### config.mk
export PLATFORM = sky130hd
export DESIGN_NAME = ivpu_top
export DESIGN_NICKNAME = d
export VERILOG_FILES = /design/src/hdl/ivpu_pkg.sv /design/src/hdl/ivpu_rank_if.sv /design/src/hdl/ivpu_resolver.sv /design/src/hdl/ivpu_top.sv
export SDC_FILE = /design/constraint.sdc
export NUM_CORES = 1
export LEC_CHECK = 0
export BUFFER_PORTS_ARGS = -buffer_cell sky130_fd_sc_hd__buf_2
export CAP_MARGIN = 20
export CORE_AREA = 2 2 217 219
export CTS_CLUSTER_SIZE = 12
export DETAILED_ROUTE_END_ITERATION = 7
export DIE_AREA = 0 0 219 221
export GPL_ROUTABILITY_DRIVEN = 0
export HOLD_SLACK_MARGIN = 0.12
export PLACE_DENSITY = 0.56
export SYNTH_ARGS = -nofsm -noshare
export SYNTH_HDL_FRONTEND = slang
export SYNTH_SLANG_ARGS = --single-unit
### constraint.sdc
create_clock -name aclk -period 209.6 [get_ports aclk]
set_clock_uncertainty 0.1 [all_clocks]
set_input_delay 62.88 -clock aclk [delete_from_list [all_inputs] [get_ports aclk]]
set_output_delay 62.88 -clock aclk [all_outputs]
set_load 0.01 [all_outputs]
### src/hdl/ivpu_pkg.sv
// Constants, classes and level helpers for the interrupt priority and vector unit.
package ivpu_pkg;

   // ==========================================================================
   // Sizes
   localparam int          NVEC     = 64;
   localparam int          VW       = 6;
   localparam int          XW       = 19;
   localparam int          RKW      = 3;
   localparam int          AXW      = 8;
   localparam int          FPR      = 16;

   // ==========================================================================
   // Register offsets
   localparam logic [7:0]  OFF_CTRL  = 8'h00;
   localparam logic [7:0]  OFF_BASE  = 8'h04;
   localparam logic [7:0]  OFF_STAT  = 8'h08;
   localparam logic [7:0]  OFF_MASK  = 8'h0C;
   localparam logic [7:0]  OFF_WIN   = 8'h10;
   localparam logic [7:0]  OFF_PRIO0 = 8'h20;

   // ==========================================================================
   // Field positions and values after reset
   localparam int          ST_ACK    = 0;
   localparam int          ST_RSVD   = 1;
   localparam int          STW       = 2;
   localparam int          WIN_NUM   = 8;
   localparam int          WIN_RANK  = 16;
   localparam logic        CTRL_RST  = 1'b1;
   localparam logic [18:0] BASE_RST  = 19'h0_0000;
   localparam logic [1:0]  STAT_RST  = 2'h0;
   localparam logic [1:0]  MASK_RST  = 2'h0;
   localparam logic [1:0]  PRIO_RST  = 2'h0;
   localparam logic [18:0] COP_OFS   = 19'h0_0002;
   localparam logic [1:0]  RESP_OK   = 2'h0;
   localparam logic [1:0]  RESP_ERR  = 2'h2;

   // ==========================================================================
   // Ranks: 0 means never ranked, level -1 is rank 1, level L is rank L plus 2
   localparam logic [2:0]  RANK_NONE = 3'h0;
   localparam logic [2:0]  RANK_M1   = 3'h1;
   localparam logic [2:0]  RANK_OFS  = 3'h2;

   typedef enum logic [2:0] {
      IVPU_CLS_NONE   = 3'b000,
      IVPU_CLS_FIX3   = 3'b001,
      IVPU_CLS_PROG13 = 3'b010,
      IVPU_CLS_FIX2   = 3'b011,
      IVPU_CLS_FIX1   = 3'b100,
      IVPU_CLS_FIX0   = 3'b101,
      IVPU_CLS_PROG02 = 3'b110,
      IVPU_CLS_FIXM1  = 3'b111
   } ivpu_cls_e;

   function automatic ivpu_cls_e vec_class(input logic [5:0] v);
      ivpu_cls_e c;
      c = IVPU_CLS_PROG02;
      if (v < 6'h02) begin
         c = IVPU_CLS_NONE;
      end else if (v <= 6'h05) begin
         c = IVPU_CLS_FIX3;
      end else if (v <= 6'h0A || v == 6'h0F || v == 6'h10) begin
         c = IVPU_CLS_PROG13;
      end else if (v == 6'h0B) begin
         c = IVPU_CLS_FIX2;
      end else if (v == 6'h0C) begin
         c = IVPU_CLS_FIX1;
      end else if (v == 6'h0D) begin
         c = IVPU_CLS_FIX0;
      end else if (v == 6'h0E || (v >= 6'h14 && v <= 6'h17) || v == 6'h1E || v == 6'h1F
                   || (v >= 6'h24 && v <= 6'h27) || (v >= 6'h31 && v <= 6'h34)) begin
         c = IVPU_CLS_NONE;
      end else if (v == 6'h3F) begin
         c = IVPU_CLS_FIXM1;
      end
      return c;
   endfunction

   // Folds a stored field into the level range that the source allows.
   function automatic logic [1:0] clamp_lvl(input ivpu_cls_e c, input logic [1:0] f);
      logic [1:0] l;
      l = 2'h0;
      case (c)
         IVPU_CLS_FIX3:   l = 2'h3;
         IVPU_CLS_PROG13: l = (f == 2'h0) ? 2'h1 : f;
         IVPU_CLS_FIX2:   l = 2'h2;
         IVPU_CLS_FIX1:   l = 2'h1;
         IVPU_CLS_PROG02: l = (f == 2'h3) ? 2'h2 : f;
         default:         l = 2'h0;
      endcase
      return l;
   endfunction

   function automatic logic [2:0] rank_of(input ivpu_cls_e c, input logic [1:0] f);
      logic [2:0] r;
      if (c == IVPU_CLS_NONE) begin
         r = RANK_NONE;
      end else if (c == IVPU_CLS_FIXM1) begin
         r = RANK_M1;
      end else begin
         r = {1'b0, clamp_lvl(c, f)} + RANK_OFS;
      end
      return r;
   endfunction

endpackage

### src/hdl/ivpu_rank_if.sv
// Carrier between the unit's register logic and its priority resolver.
`timescale 1ns/1ps
interface ivpu_rank_if;
   logic [63:0] pend;
   logic [2:0]  rank [64];
   logic        win_valid;
   logic [5:0]  win_num;
   logic [2:0]  win_rank;

   modport ctl (output pend, output rank, input win_valid, input win_num, input win_rank);
   modport res (input pend, input rank, output win_valid, output win_num, output win_rank);
endinterface

### src/hdl/ivpu_resolver.sv
// Priority resolver: picks the highest rank, and the lowest vector among equals.
`timescale 1ns/1ps
module ivpu_resolver (
   ivpu_rank_if.res rif
);

   always_comb begin
      logic [2:0] best;
      logic [5:0] num;
      logic       any;
      best = ivpu_pkg::RANK_NONE;
      num  = 6'h00;
      any  = 1'b0;
      // Scanning downward with >= lets the smaller vector take a tie.
      // higher rank wins
      for (int i = ivpu_pkg::NVEC - 1; i >= 0; i--) begin
         if (rif.pend[i] && rif.rank[i] >= best) begin
            best = rif.rank[i];
            num  = 6'(i);
            any  = 1'b1;
         end
      end
      rif.win_valid = any;
      rif.win_num   = num;
      rif.win_rank  = best;
   end

endmodule

### src/hdl/ivpu_top.sv
// Interrupt priority and vector unit with an AXI4-Lite register slave.
`timescale 1ns/1ps
module ivpu_top (
   input  wire logic        aclk,
   input  wire logic        aresetn,
   input  wire logic [7:0]  s_axi_awaddr,
   input  wire logic        s_axi_awvalid,
   output logic             s_axi_awready,
   input  wire logic [31:0] s_axi_wdata,
   input  wire logic [3:0]  s_axi_wstrb,
   input  wire logic        s_axi_wvalid,
   output logic             s_axi_wready,
   output logic [1:0]       s_axi_bresp,
   output logic             s_axi_bvalid,
   input  wire logic        s_axi_bready,
   input  wire logic [7:0]  s_axi_araddr,
   input  wire logic        s_axi_arvalid,
   output logic             s_axi_arready,
   output logic [31:0]      s_axi_rdata,
   output logic [1:0]       s_axi_rresp,
   output logic             s_axi_rvalid,
   input  wire logic        s_axi_rready,
   input  wire logic [63:0] irq_req,
   input  wire logic        core_ack,
   output logic             vec_valid,
   output logic [5:0]       vec_num,
   output logic [2:0]       vec_rank,
   output logic [18:0]      vec_addr,
   output logic [18:0]      reset_addr,
   output logic [18:0]      cop_addr,
   output logic             irq
);

   // ==========================================================================
   // State
   logic        awready_r, wready_r, bvalid_r, arready_r, rvalid_r;
   logic        aw_hold_r, w_hold_r;
   logic [7:0]  awaddr_r;
   logic [31:0] wdata_r;
   logic [3:0]  wstrb_r;
   logic [1:0]  bresp_r, rresp_r;
   logic [31:0] rdata_r;
   logic        enable_r;
   logic [18:0] base_r;
   logic [1:0]  stat_r, mask_r;
   logic [1:0]  prio_r   [64];
   logic [1:0]  prio_nxt [64];
   logic        vec_valid_r;
   logic [5:0]  vec_num_r;
   logic [2:0]  vec_rank_r;
   logic [18:0] vec_addr_r, reset_addr_r, cop_addr_r;
   logic        irq_r;

   ivpu_rank_if rif ();

   ivpu_resolver u_resolver (
      .rif (rif)
   );

   // ==========================================================================
   // Classes and ranks
   logic [63:0] rsvd_mask;
   logic [31:0] prio_word [4];

   always_comb begin
      for (int i = 0; i < ivpu_pkg::NVEC; i++) begin
         rsvd_mask[i] = (ivpu_pkg::vec_class(6'(i)) == ivpu_pkg::IVPU_CLS_NONE);
         rif.rank[i]  = ivpu_pkg::rank_of(ivpu_pkg::vec_class(6'(i)), prio_r[i]);
      end
   end

   assign rif.pend = irq_req & ~rsvd_mask & {64{enable_r}};

   // ==========================================================================
   // Bus decode
   logic        wr_go, rd_go, b_done, r_done;
   logic [7:0]  wa, ra;
   logic        w_ctrl, w_base, w_stat, w_mask, w_prio, w_map;
   logic [1:0]  w_pidx;

   assign wr_go  = aw_hold_r & w_hold_r & ~bvalid_r;
   assign rd_go  = s_axi_arvalid & arready_r;
   assign b_done = bvalid_r & s_axi_bready;
   assign r_done = rvalid_r & s_axi_rready;
   assign wa     = {awaddr_r[7:2], 2'b00};
   assign ra     = {s_axi_araddr[7:2], 2'b00};
   assign w_ctrl = (wa == ivpu_pkg::OFF_CTRL);
   assign w_base = (wa == ivpu_pkg::OFF_BASE);
   assign w_stat = (wa == ivpu_pkg::OFF_STAT);
   assign w_mask = (wa == ivpu_pkg::OFF_MASK);
   assign w_prio = (wa[7:4] == ivpu_pkg::OFF_PRIO0[7:4]);
   assign w_pidx = wa[3:2];
   assign w_map  = w_ctrl | w_base | w_stat | w_mask | w_prio | (wa == ivpu_pkg::OFF_WIN);

   function automatic logic [31:0] merge(input logic [31:0] old, input logic [31:0] nw,
                                         input logic [3:0] be);
      logic [31:0] m;
      for (int b = 0; b < 4; b++) begin
         m[8*b +: 8] = be[b] ? nw[8*b +: 8] : old[8*b +: 8];
      end
      return m;
   endfunction

   logic [31:0] base_m;
   assign base_m = merge({13'h0000, base_r}, wdata_r, wstrb_r);

   always_comb begin
      for (int i = 0; i < ivpu_pkg::NVEC; i++) begin
         prio_nxt[i] = prio_r[i];
         if (wr_go && w_prio && w_pidx == 2'(i / ivpu_pkg::FPR)
             && wstrb_r[(i % ivpu_pkg::FPR) / 4]) begin
            prio_nxt[i] = ivpu_pkg::clamp_lvl(ivpu_pkg::vec_class(6'(i)),
                                              wdata_r[2 * (i % ivpu_pkg::FPR) +: 2]);
         end
      end
      for (int k = 0; k < 4; k++) begin
         for (int j = 0; j < ivpu_pkg::FPR; j++) begin
            prio_word[k][2*j +: 2] = ivpu_pkg::clamp_lvl(
               ivpu_pkg::vec_class(6'(k * ivpu_pkg::FPR + j)),
               prio_r[k * ivpu_pkg::FPR + j]);
         end
      end
   end

   // ==========================================================================
   // Status, mask and interrupt
   logic [1:0] ev, stat_nxt;
   assign ev[ivpu_pkg::ST_ACK]  = core_ack & vec_valid_r;
   assign ev[ivpu_pkg::ST_RSVD] = |(irq_req & rsvd_mask);
   // A clear and a new event in one cycle leave the bit set.
   assign stat_nxt = (stat_r & ~((wr_go & w_stat & wstrb_r[0]) ? wdata_r[1:0] : 2'b00)) | ev;

   // ==========================================================================
   // Read data
   logic [31:0] rd_word;
   logic        rd_hit;
   always_comb begin
      rd_word = 32'h0000_0000;
      rd_hit  = 1'b1;
      if (ra == ivpu_pkg::OFF_CTRL) begin
         rd_word[0] = enable_r;
      end else if (ra == ivpu_pkg::OFF_BASE) begin
         rd_word[18:0] = base_r;
      end else if (ra == ivpu_pkg::OFF_STAT) begin
         rd_word[1:0] = stat_r;
      end else if (ra == ivpu_pkg::OFF_MASK) begin
         rd_word[1:0] = mask_r;
      end else if (ra == ivpu_pkg::OFF_WIN) begin
         rd_word[0] = vec_valid_r;
         rd_word[ivpu_pkg::WIN_NUM +: 6]  = vec_num_r;
         rd_word[ivpu_pkg::WIN_RANK +: 3] = vec_rank_r;
      end else if (ra[7:4] == ivpu_pkg::OFF_PRIO0[7:4]) begin
         rd_word = prio_word[ra[3:2]];
      end else begin
         rd_hit = 1'b0;
      end
   end

   // ==========================================================================
   // AXI4-Lite handshakes
   always_ff @(posedge aclk) begin
      if (!aresetn) begin
         awready_r <= 1'b1;
         wready_r  <= 1'b1;
         aw_hold_r <= 1'b0;
         w_hold_r  <= 1'b0;
         awaddr_r  <= 8'h00;
         wdata_r   <= 32'h0000_0000;
         wstrb_r   <= 4'h0;
         bvalid_r  <= 1'b0;
         bresp_r   <= ivpu_pkg::RESP_OK;
      end else begin
         if (s_axi_awvalid && awready_r) begin
            awready_r <= 1'b0;
            aw_hold_r <= 1'b1;
            awaddr_r  <= s_axi_awaddr;
         end
         if (s_axi_wvalid && wready_r) begin
            wready_r <= 1'b0;
            w_hold_r <= 1'b1;
            wdata_r  <= s_axi_wdata;
            wstrb_r  <= s_axi_wstrb;
         end
         if (wr_go) begin
            bvalid_r <= 1'b1;
            bresp_r  <= w_map ? ivpu_pkg::RESP_OK : ivpu_pkg::RESP_ERR;
         end
         if (b_done) begin
            bvalid_r  <= 1'b0;
            aw_hold_r <= 1'b0;
            w_hold_r  <= 1'b0;
            awready_r <= 1'b1;
            wready_r  <= 1'b1;
         end
      end
   end

   always_ff @(posedge aclk) begin
      if (!aresetn) begin
         arready_r <= 1'b1;
         rvalid_r  <= 1'b0;
         rdata_r   <= 32'h0000_0000;
         rresp_r   <= ivpu_pkg::RESP_OK;
      end else if (rd_go) begin
         arready_r <= 1'b0;
         rvalid_r  <= 1'b1;
         rdata_r   <= rd_word;
         rresp_r   <= rd_hit ? ivpu_pkg::RESP_OK : ivpu_pkg::RESP_ERR;
      end else if (r_done) begin
         arready_r <= 1'b1;
         rvalid_r  <= 1'b0;
      end
   end

   // ==========================================================================
   // Control registers
   always_ff @(posedge aclk) begin
      if (!aresetn) begin
         enable_r <= ivpu_pkg::CTRL_RST;
         base_r   <= ivpu_pkg::BASE_RST;
         stat_r   <= ivpu_pkg::STAT_RST;
         mask_r   <= ivpu_pkg::MASK_RST;
         irq_r    <= 1'b0;
      end else begin
         if (wr_go && w_ctrl && wstrb_r[0]) begin
            enable_r <= wdata_r[0];
         end
         if (wr_go && w_base) begin
            base_r <= base_m[18:0];
         end
         if (wr_go && w_mask && wstrb_r[0]) begin
            mask_r <= wdata_r[1:0];
         end
         stat_r <= stat_nxt;
         irq_r  <= |(stat_nxt & mask_r);
      end
   end

   always_ff @(posedge aclk) begin
      for (int i = 0; i < ivpu_pkg::NVEC; i++) begin
         if (!aresetn) begin
            prio_r[i] <= ivpu_pkg::PRIO_RST;
         end else begin
            prio_r[i] <= prio_nxt[i];
         end
      end
   end

   // ==========================================================================
   // Vector outputs
   // The entry address wraps inside 19 bits; the table cannot reach farther.
   always_ff @(posedge aclk) begin
      if (!aresetn) begin
         vec_valid_r  <= 1'b0;
         vec_num_r    <= 6'h00;
         vec_rank_r   <= ivpu_pkg::RANK_NONE;
         vec_addr_r   <= ivpu_pkg::BASE_RST;
         reset_addr_r <= ivpu_pkg::BASE_RST;
         cop_addr_r   <= ivpu_pkg::BASE_RST + ivpu_pkg::COP_OFS;
      end else begin
         vec_valid_r  <= rif.win_valid;
         vec_num_r    <= rif.win_num;
         vec_rank_r   <= rif.win_rank;
         vec_addr_r   <= base_r + {12'h000, rif.win_num, 1'b0};
         reset_addr_r <= base_r;
         cop_addr_r   <= base_r + ivpu_pkg::COP_OFS;
      end
   end

   assign s_axi_awready = awready_r;
   assign s_axi_wready  = wready_r;
   assign s_axi_bvalid  = bvalid_r;
   assign s_axi_bresp   = bresp_r;
   assign s_axi_arready = arready_r;
   assign s_axi_rvalid  = rvalid_r;
   assign s_axi_rdata   = rdata_r;
   assign s_axi_rresp   = rresp_r;
   assign vec_valid     = vec_valid_r;
   assign vec_num       = vec_num_r;
   assign vec_rank      = vec_rank_r;
   assign vec_addr      = vec_addr_r;
   assign reset_addr    = reset_addr_r;
   assign cop_addr      = cop_addr_r;
   assign irq           = irq_r;

   // ==========================================================================
   // Checks
   logic beat_lvl, beat_tie;
   always_comb begin
      beat_lvl = 1'b0;
      beat_tie = 1'b0;
      for (int i = 0; i < ivpu_pkg::NVEC; i++) begin
         if (rif.pend[i] && rif.rank[i] > rif.win_rank) begin
            beat_lvl = 1'b1;
         end
         if (rif.pend[i] && rif.rank[i] == rif.win_rank && 6'(i) < rif.win_num) begin
            beat_tie = 1'b1;
         end
      end
   end

   a_level_order: assert property (@(posedge aclk) disable iff (!aresetn)
      rif.win_valid |-> !beat_lvl && rif.pend[rif.win_num]) else $error("lower level won");
   a_tie_lowest: assert property (@(posedge aclk) disable iff (!aresetn)
      rif.win_valid |-> !beat_tie) else $error("larger vector won a tie");
   a_entry_addr: assert property (@(posedge aclk) disable iff (!aresetn)
      ##1 vec_valid |-> vec_addr == 19'($past(base_r) + 19'(2 * $past(rif.win_num))))
      else $error("entry address wrong");
   a_base_move: assert property (@(posedge aclk) disable iff (!aresetn)
      wr_go && w_base && wstrb_r == 4'hF |-> ##2 reset_addr == $past(wdata_r[18:0], 2))
      else $error("base write not used");
   a_reset_slots: assert property (@(posedge aclk) disable iff (!aresetn)
      cop_addr == 19'(reset_addr + 19'h0_0002) && !rif.pend[0] && !rif.pend[1])
      else $error("reset slots wrong");
   a_core_fixed: assert property (@(posedge aclk) disable iff (!aresetn)
      rif.rank[2] == 3'h5 && rif.rank[5] == 3'h5) else $error("core level not three");
   a_debug_range: assert property (@(posedge aclk) disable iff (!aresetn)
      rif.rank[6] >= 3'h3 && rif.rank[10] >= 3'h3) else $error("debug level out of range");
   a_sense_range: assert property (@(posedge aclk) disable iff (!aresetn)
      rif.rank[15] >= 3'h3 && rif.rank[16] >= 3'h3) else $error("sense level out of range");
   a_periph_range: assert property (@(posedge aclk) disable iff (!aresetn)
      rif.rank[17] inside {[3'h2:3'h4]} && rif.rank[62] inside {[3'h2:3'h4]})
      else $error("peripheral level out of range");
   a_lowest_soft: assert property (@(posedge aclk) disable iff (!aresetn)
      rif.rank[63] == 3'h1) else $error("lowest soft interrupt not lowest");
   a_prog_write: assert property (@(posedge aclk) disable iff (!aresetn)
      wr_go && w_prio && w_pidx == 2'h1 && wstrb_r[0] && wdata_r[1:0] == 2'h3
      |=> rif.rank[16] == 3'h5) else $error("level write lost");
   a_reserved_quiet: assert property (@(posedge aclk) disable iff (!aresetn)
      (rif.pend & rsvd_mask) == 64'h0000_0000_0000_0000 && rif.rank[11] == 3'h4
      && rif.rank[13] == 3'h2) else $error("reserved slot raised");

endmodule

==> impl_metrics.tcl <==
set metrics [dict create \
    synthTopCellsByCount "nand2_1 (274), nor2_1 (259), dfxtp_1 (251)" \
    clock_sinks 251 \
    synth_area_per_cell_sq_um 7.64 \
    power.density_mw_per_mm2 5.99 \
    cp_slowest_cell "a2111oi_0" \
    cts_setup_buffers 0 \
    dp.cells 2819 \
    synth_edf_count 0 \
    ys_ff_latch 251 \
    drive_gt1_frac 0.151 \
    syn-cell-area_sq_mm 0.0159 \
    worstHoldPathCells 2 \
    nFillCells 4814 \
    overflow 0 \
    path_buf_inv 11 \
    dp_hpwl_um 43100 \
    crit_top_cell "ha_1" \
    cp_top_family "compound AO/OA/AOI/OAI gates" \
    setup_tns_ns 0 \
    async_reset_ff_frac 0 \
    wl_per_cell_um 19.2 \
    grt_pass1_wl_um 84000 \
    netlist.area_leader.share 0.316 \
    worstMarginPinSlew_ns 1.07 \
    cts_tree "done" \
    hold_start "s_axi_rdata[28]" \
    via_count 15900 \
    yosys.area.top_type "dfxtp_1" \
    grt_setup_unrepaired "no" \
    die_w_um 219 \
    die_y_um 221 \
    ys_seq_area_frac 0.316 \
    start_kind "input port" \
    reg2reg_setup_slack_ns 152.74 \
    area.sequential_sq_mm 0.00503 \
    drv_slew 0 \
    hp-class "reg2reg" \
    crit_arrival_ns 119.19 \
    rows 79 \
    syn-instance-count 2079 \
    period_minus_slack_ns 118.81 \
    gr-usage-all-layers 0.218 \
    area_growth_pct 15.6 \
    ys.flop_type "dfxtp_1" \
    vdd_drop_max_v 0.00000519 \
    ys_warn_count 0 \
    dr.pass1.iters 5 \
    relSlewSlack 0.285 \
    timing.fmax_ghz 0.00842 \
    drt_iter0_drc 1197 \
    maxCapViolations 0 \
    htree_levels 1 \
    port-buffer-count 226 \
    antenna_found_initial 3 \
    coreArea_sq_mm 0.0461 \
    clockRootBuffer "clkbuf_16" \
    grt_pass1_vias 14800 \
    clk_latency_ns 0.57 \
    cp-end-kind "register" \
    drtAntennaViolNets 0 \
    drc 0 \
    worstPathRequired_ns 209.98 \
    io_pins 233 \
    yosysMostFrequentCell "nand2_1" \
    fin_cells 2867 \
    critPathKind "in2reg" \
    cts.path.max_buffers 3 \
    cts_buffers 27 \
    slowest_delay_ns 0.63 \
    holdPathEnd "s_axi_rdata[28]" \
    p_leak_nw 7.92 \
    r2r_start "prio_r[1][61]" \
    hold_viol 0 \
    initial_core_util 0.345 \
    ys_top_cells_by_area "dfxtp_1 (32%), nand2_1 (6.5%), nor2_1 (6.1%), mux2i_1 (5.5%), a21oi_1 (5.4%)" \
    r2r_cells 265 \
    clkTransAtPathRegs_ns 0.07 \
    r2r-end "vec_addr[13]" \
    nets 2424 \
    wirelength_um 55000 \
    cts_hold_buf 0 \
    post_cts_resize_count 0 \
    utilization 0.399 \
    crit_fanout 12 \
    die_area_sq_mm 0.0484 \
    outcome "finished, final reports clean" \
    post_drt_via_cell_ratio 5.55 \
    setup-violations-final 0 \
    post_synth_num_cell_types 105 \
    multi_input_area_sq_mm 0.0102 \
    grt_max_degree 143 \
    period_share 0.567 \
]
==> power breakdown <==
part           switching, W  internal (W)
Clock             0.0000201     0.0000274
Sequential       0.00000112     0.0000486
Combinational    0.00000797    0.00000479
Total             0.0000292     0.0000808
==> state kept, by name (all words and copies together), names as in the netlist, 2 cells and up <==
| signal | cells |
|---|---|
| prio_r | 78 |
| s_axi_rdata | 32 |
| wdata_r | 32 |
| base_r | 19 |
| vec_addr | 19 |
| cop_addr | 18 |
| reset_addr | 18 |
| awaddr_r | 6 |
| vec_num | 6 |
| wstrb_r | 4 |
| vec_rank | 3 |
| mask_r | 2 |
| stat_r | 2 |
==> tightest hold or removal path: stages (launching register included) <==
cell,delay (ns)
dfxtp_1,0.31
nand2_1,0.05
a21oi_1,0.05
==> cell type report <==
| class | instances | share of cell area |
|---|---|---|
| diodes | 3 | 0.000409 |
| inverters | 61 | 0.0127 |
| clock inverters | 7 | 0.00572 |
| multi-input cells | 1665 | 0.557 |
| repair buffers | 237 | 0.0683 |
| clock buffers | 36 | 0.0408 |
| well taps | 607 | 0.0414 |
| flip-flops and latches | 251 | 0.274 |
==> cells in the final DEF, fill, tap and decap left out, types with 8 or more instances in the layout <==
cell type  netlist  routed
nor2_1         259     259
dfxtp_1        251     250
o31ai_1          8       8
o21ai_0         73      73
a221oi_1        11      11
and2_1          50      50
o2111ai_1       10      10
or2_2           12      12
nand3_1         90      90
o21a_1           9       9
and3_1          26      26
xor2_1          14      14
nor2b_1         50      50
a31oi_1         29      29
o211ai_1        20      20
a21oi_1        171     171
a22oi_1         22      22
o21ai_1          9       9
clkbuf_16        0      27
xnor2_1          9       9
ha_1            56      56
buf_2            3     226
mux2i_1         87      87
a21o_1          16      16
a211oi_1        21      21
buf_4            4       9
or3_1           31      31
nor4_1          10      10
nor3b_1          9       9
nor3_1          38      38
nand2b_1        61      61
nand2_1        274     274
nand4_1         14      14
inv_1           58      58
mux2_2           9       9
==> metal layers <==
| layer | part of all wire | track usage | up-vias | wire (um) |
|---|---|---|---|---|
| li1 | - | - | 7791 | - |
| met1 | 0.45 | 0.300 | 7530 | 24800 |
| met2 | 0.46 | 0.358 | 503 | 25300 |
| met3 | 0.063 | 0.0285 | 81 | 3460 |
| met4 | 0.025 | 0.0536 | 0 | 1370 |
| met5 | 0 | 0 | - | 0 |
==> cells by family (layout without fill, tap and decap cells) <==
logic type      after synthesis  in the layout  share of synthesized area
compound gates              531            531                      0.230
xor+xnor                     23             23                     0.0127
fa+ha+maj                    60             60                     0.0473
buf+inv                     164            341                     0.0399
flops                       251            251                      0.316
mux                         102            102                     0.0697
other cells                   1              5                   0.000236
simple gates                947            947                      0.284
==> worst max path at each step <==
stage / start / end / depth (start not counted)
floorplan: irq_req[62] / vec_addr[13] / 267
global placement: irq_req[62] / vec_addr[13] / 265
detailed placement: irq_req[62] / vec_addr[13] / 266
CTS: irq_req[62] / vec_addr[13] / 265
global route: irq_req[62] / vec_addr[13] / 267
finish: irq_req[62] / vec_addr[13] / 266
==> through the flow <==
stage / hold WS [ns] / area, sq um / worst slack [ns] / total power, W
finish: 0.358 / 18400 / 90.79 / 0.000110
global route: 0.376 / 18400 / 86.14 / 0.000114
CTS: 0.357 / 18300 / 91.36 / 0.000110
detailed placement: 0.345 / 17400 / 90.99 / 0.0000632
global placement: 0.344 / 17400 / 91.91 / 0.0000630
floorplan: 0.332 / 15900 / 98.49 / 0.0000586
Power figures use the tool's default switching activity.
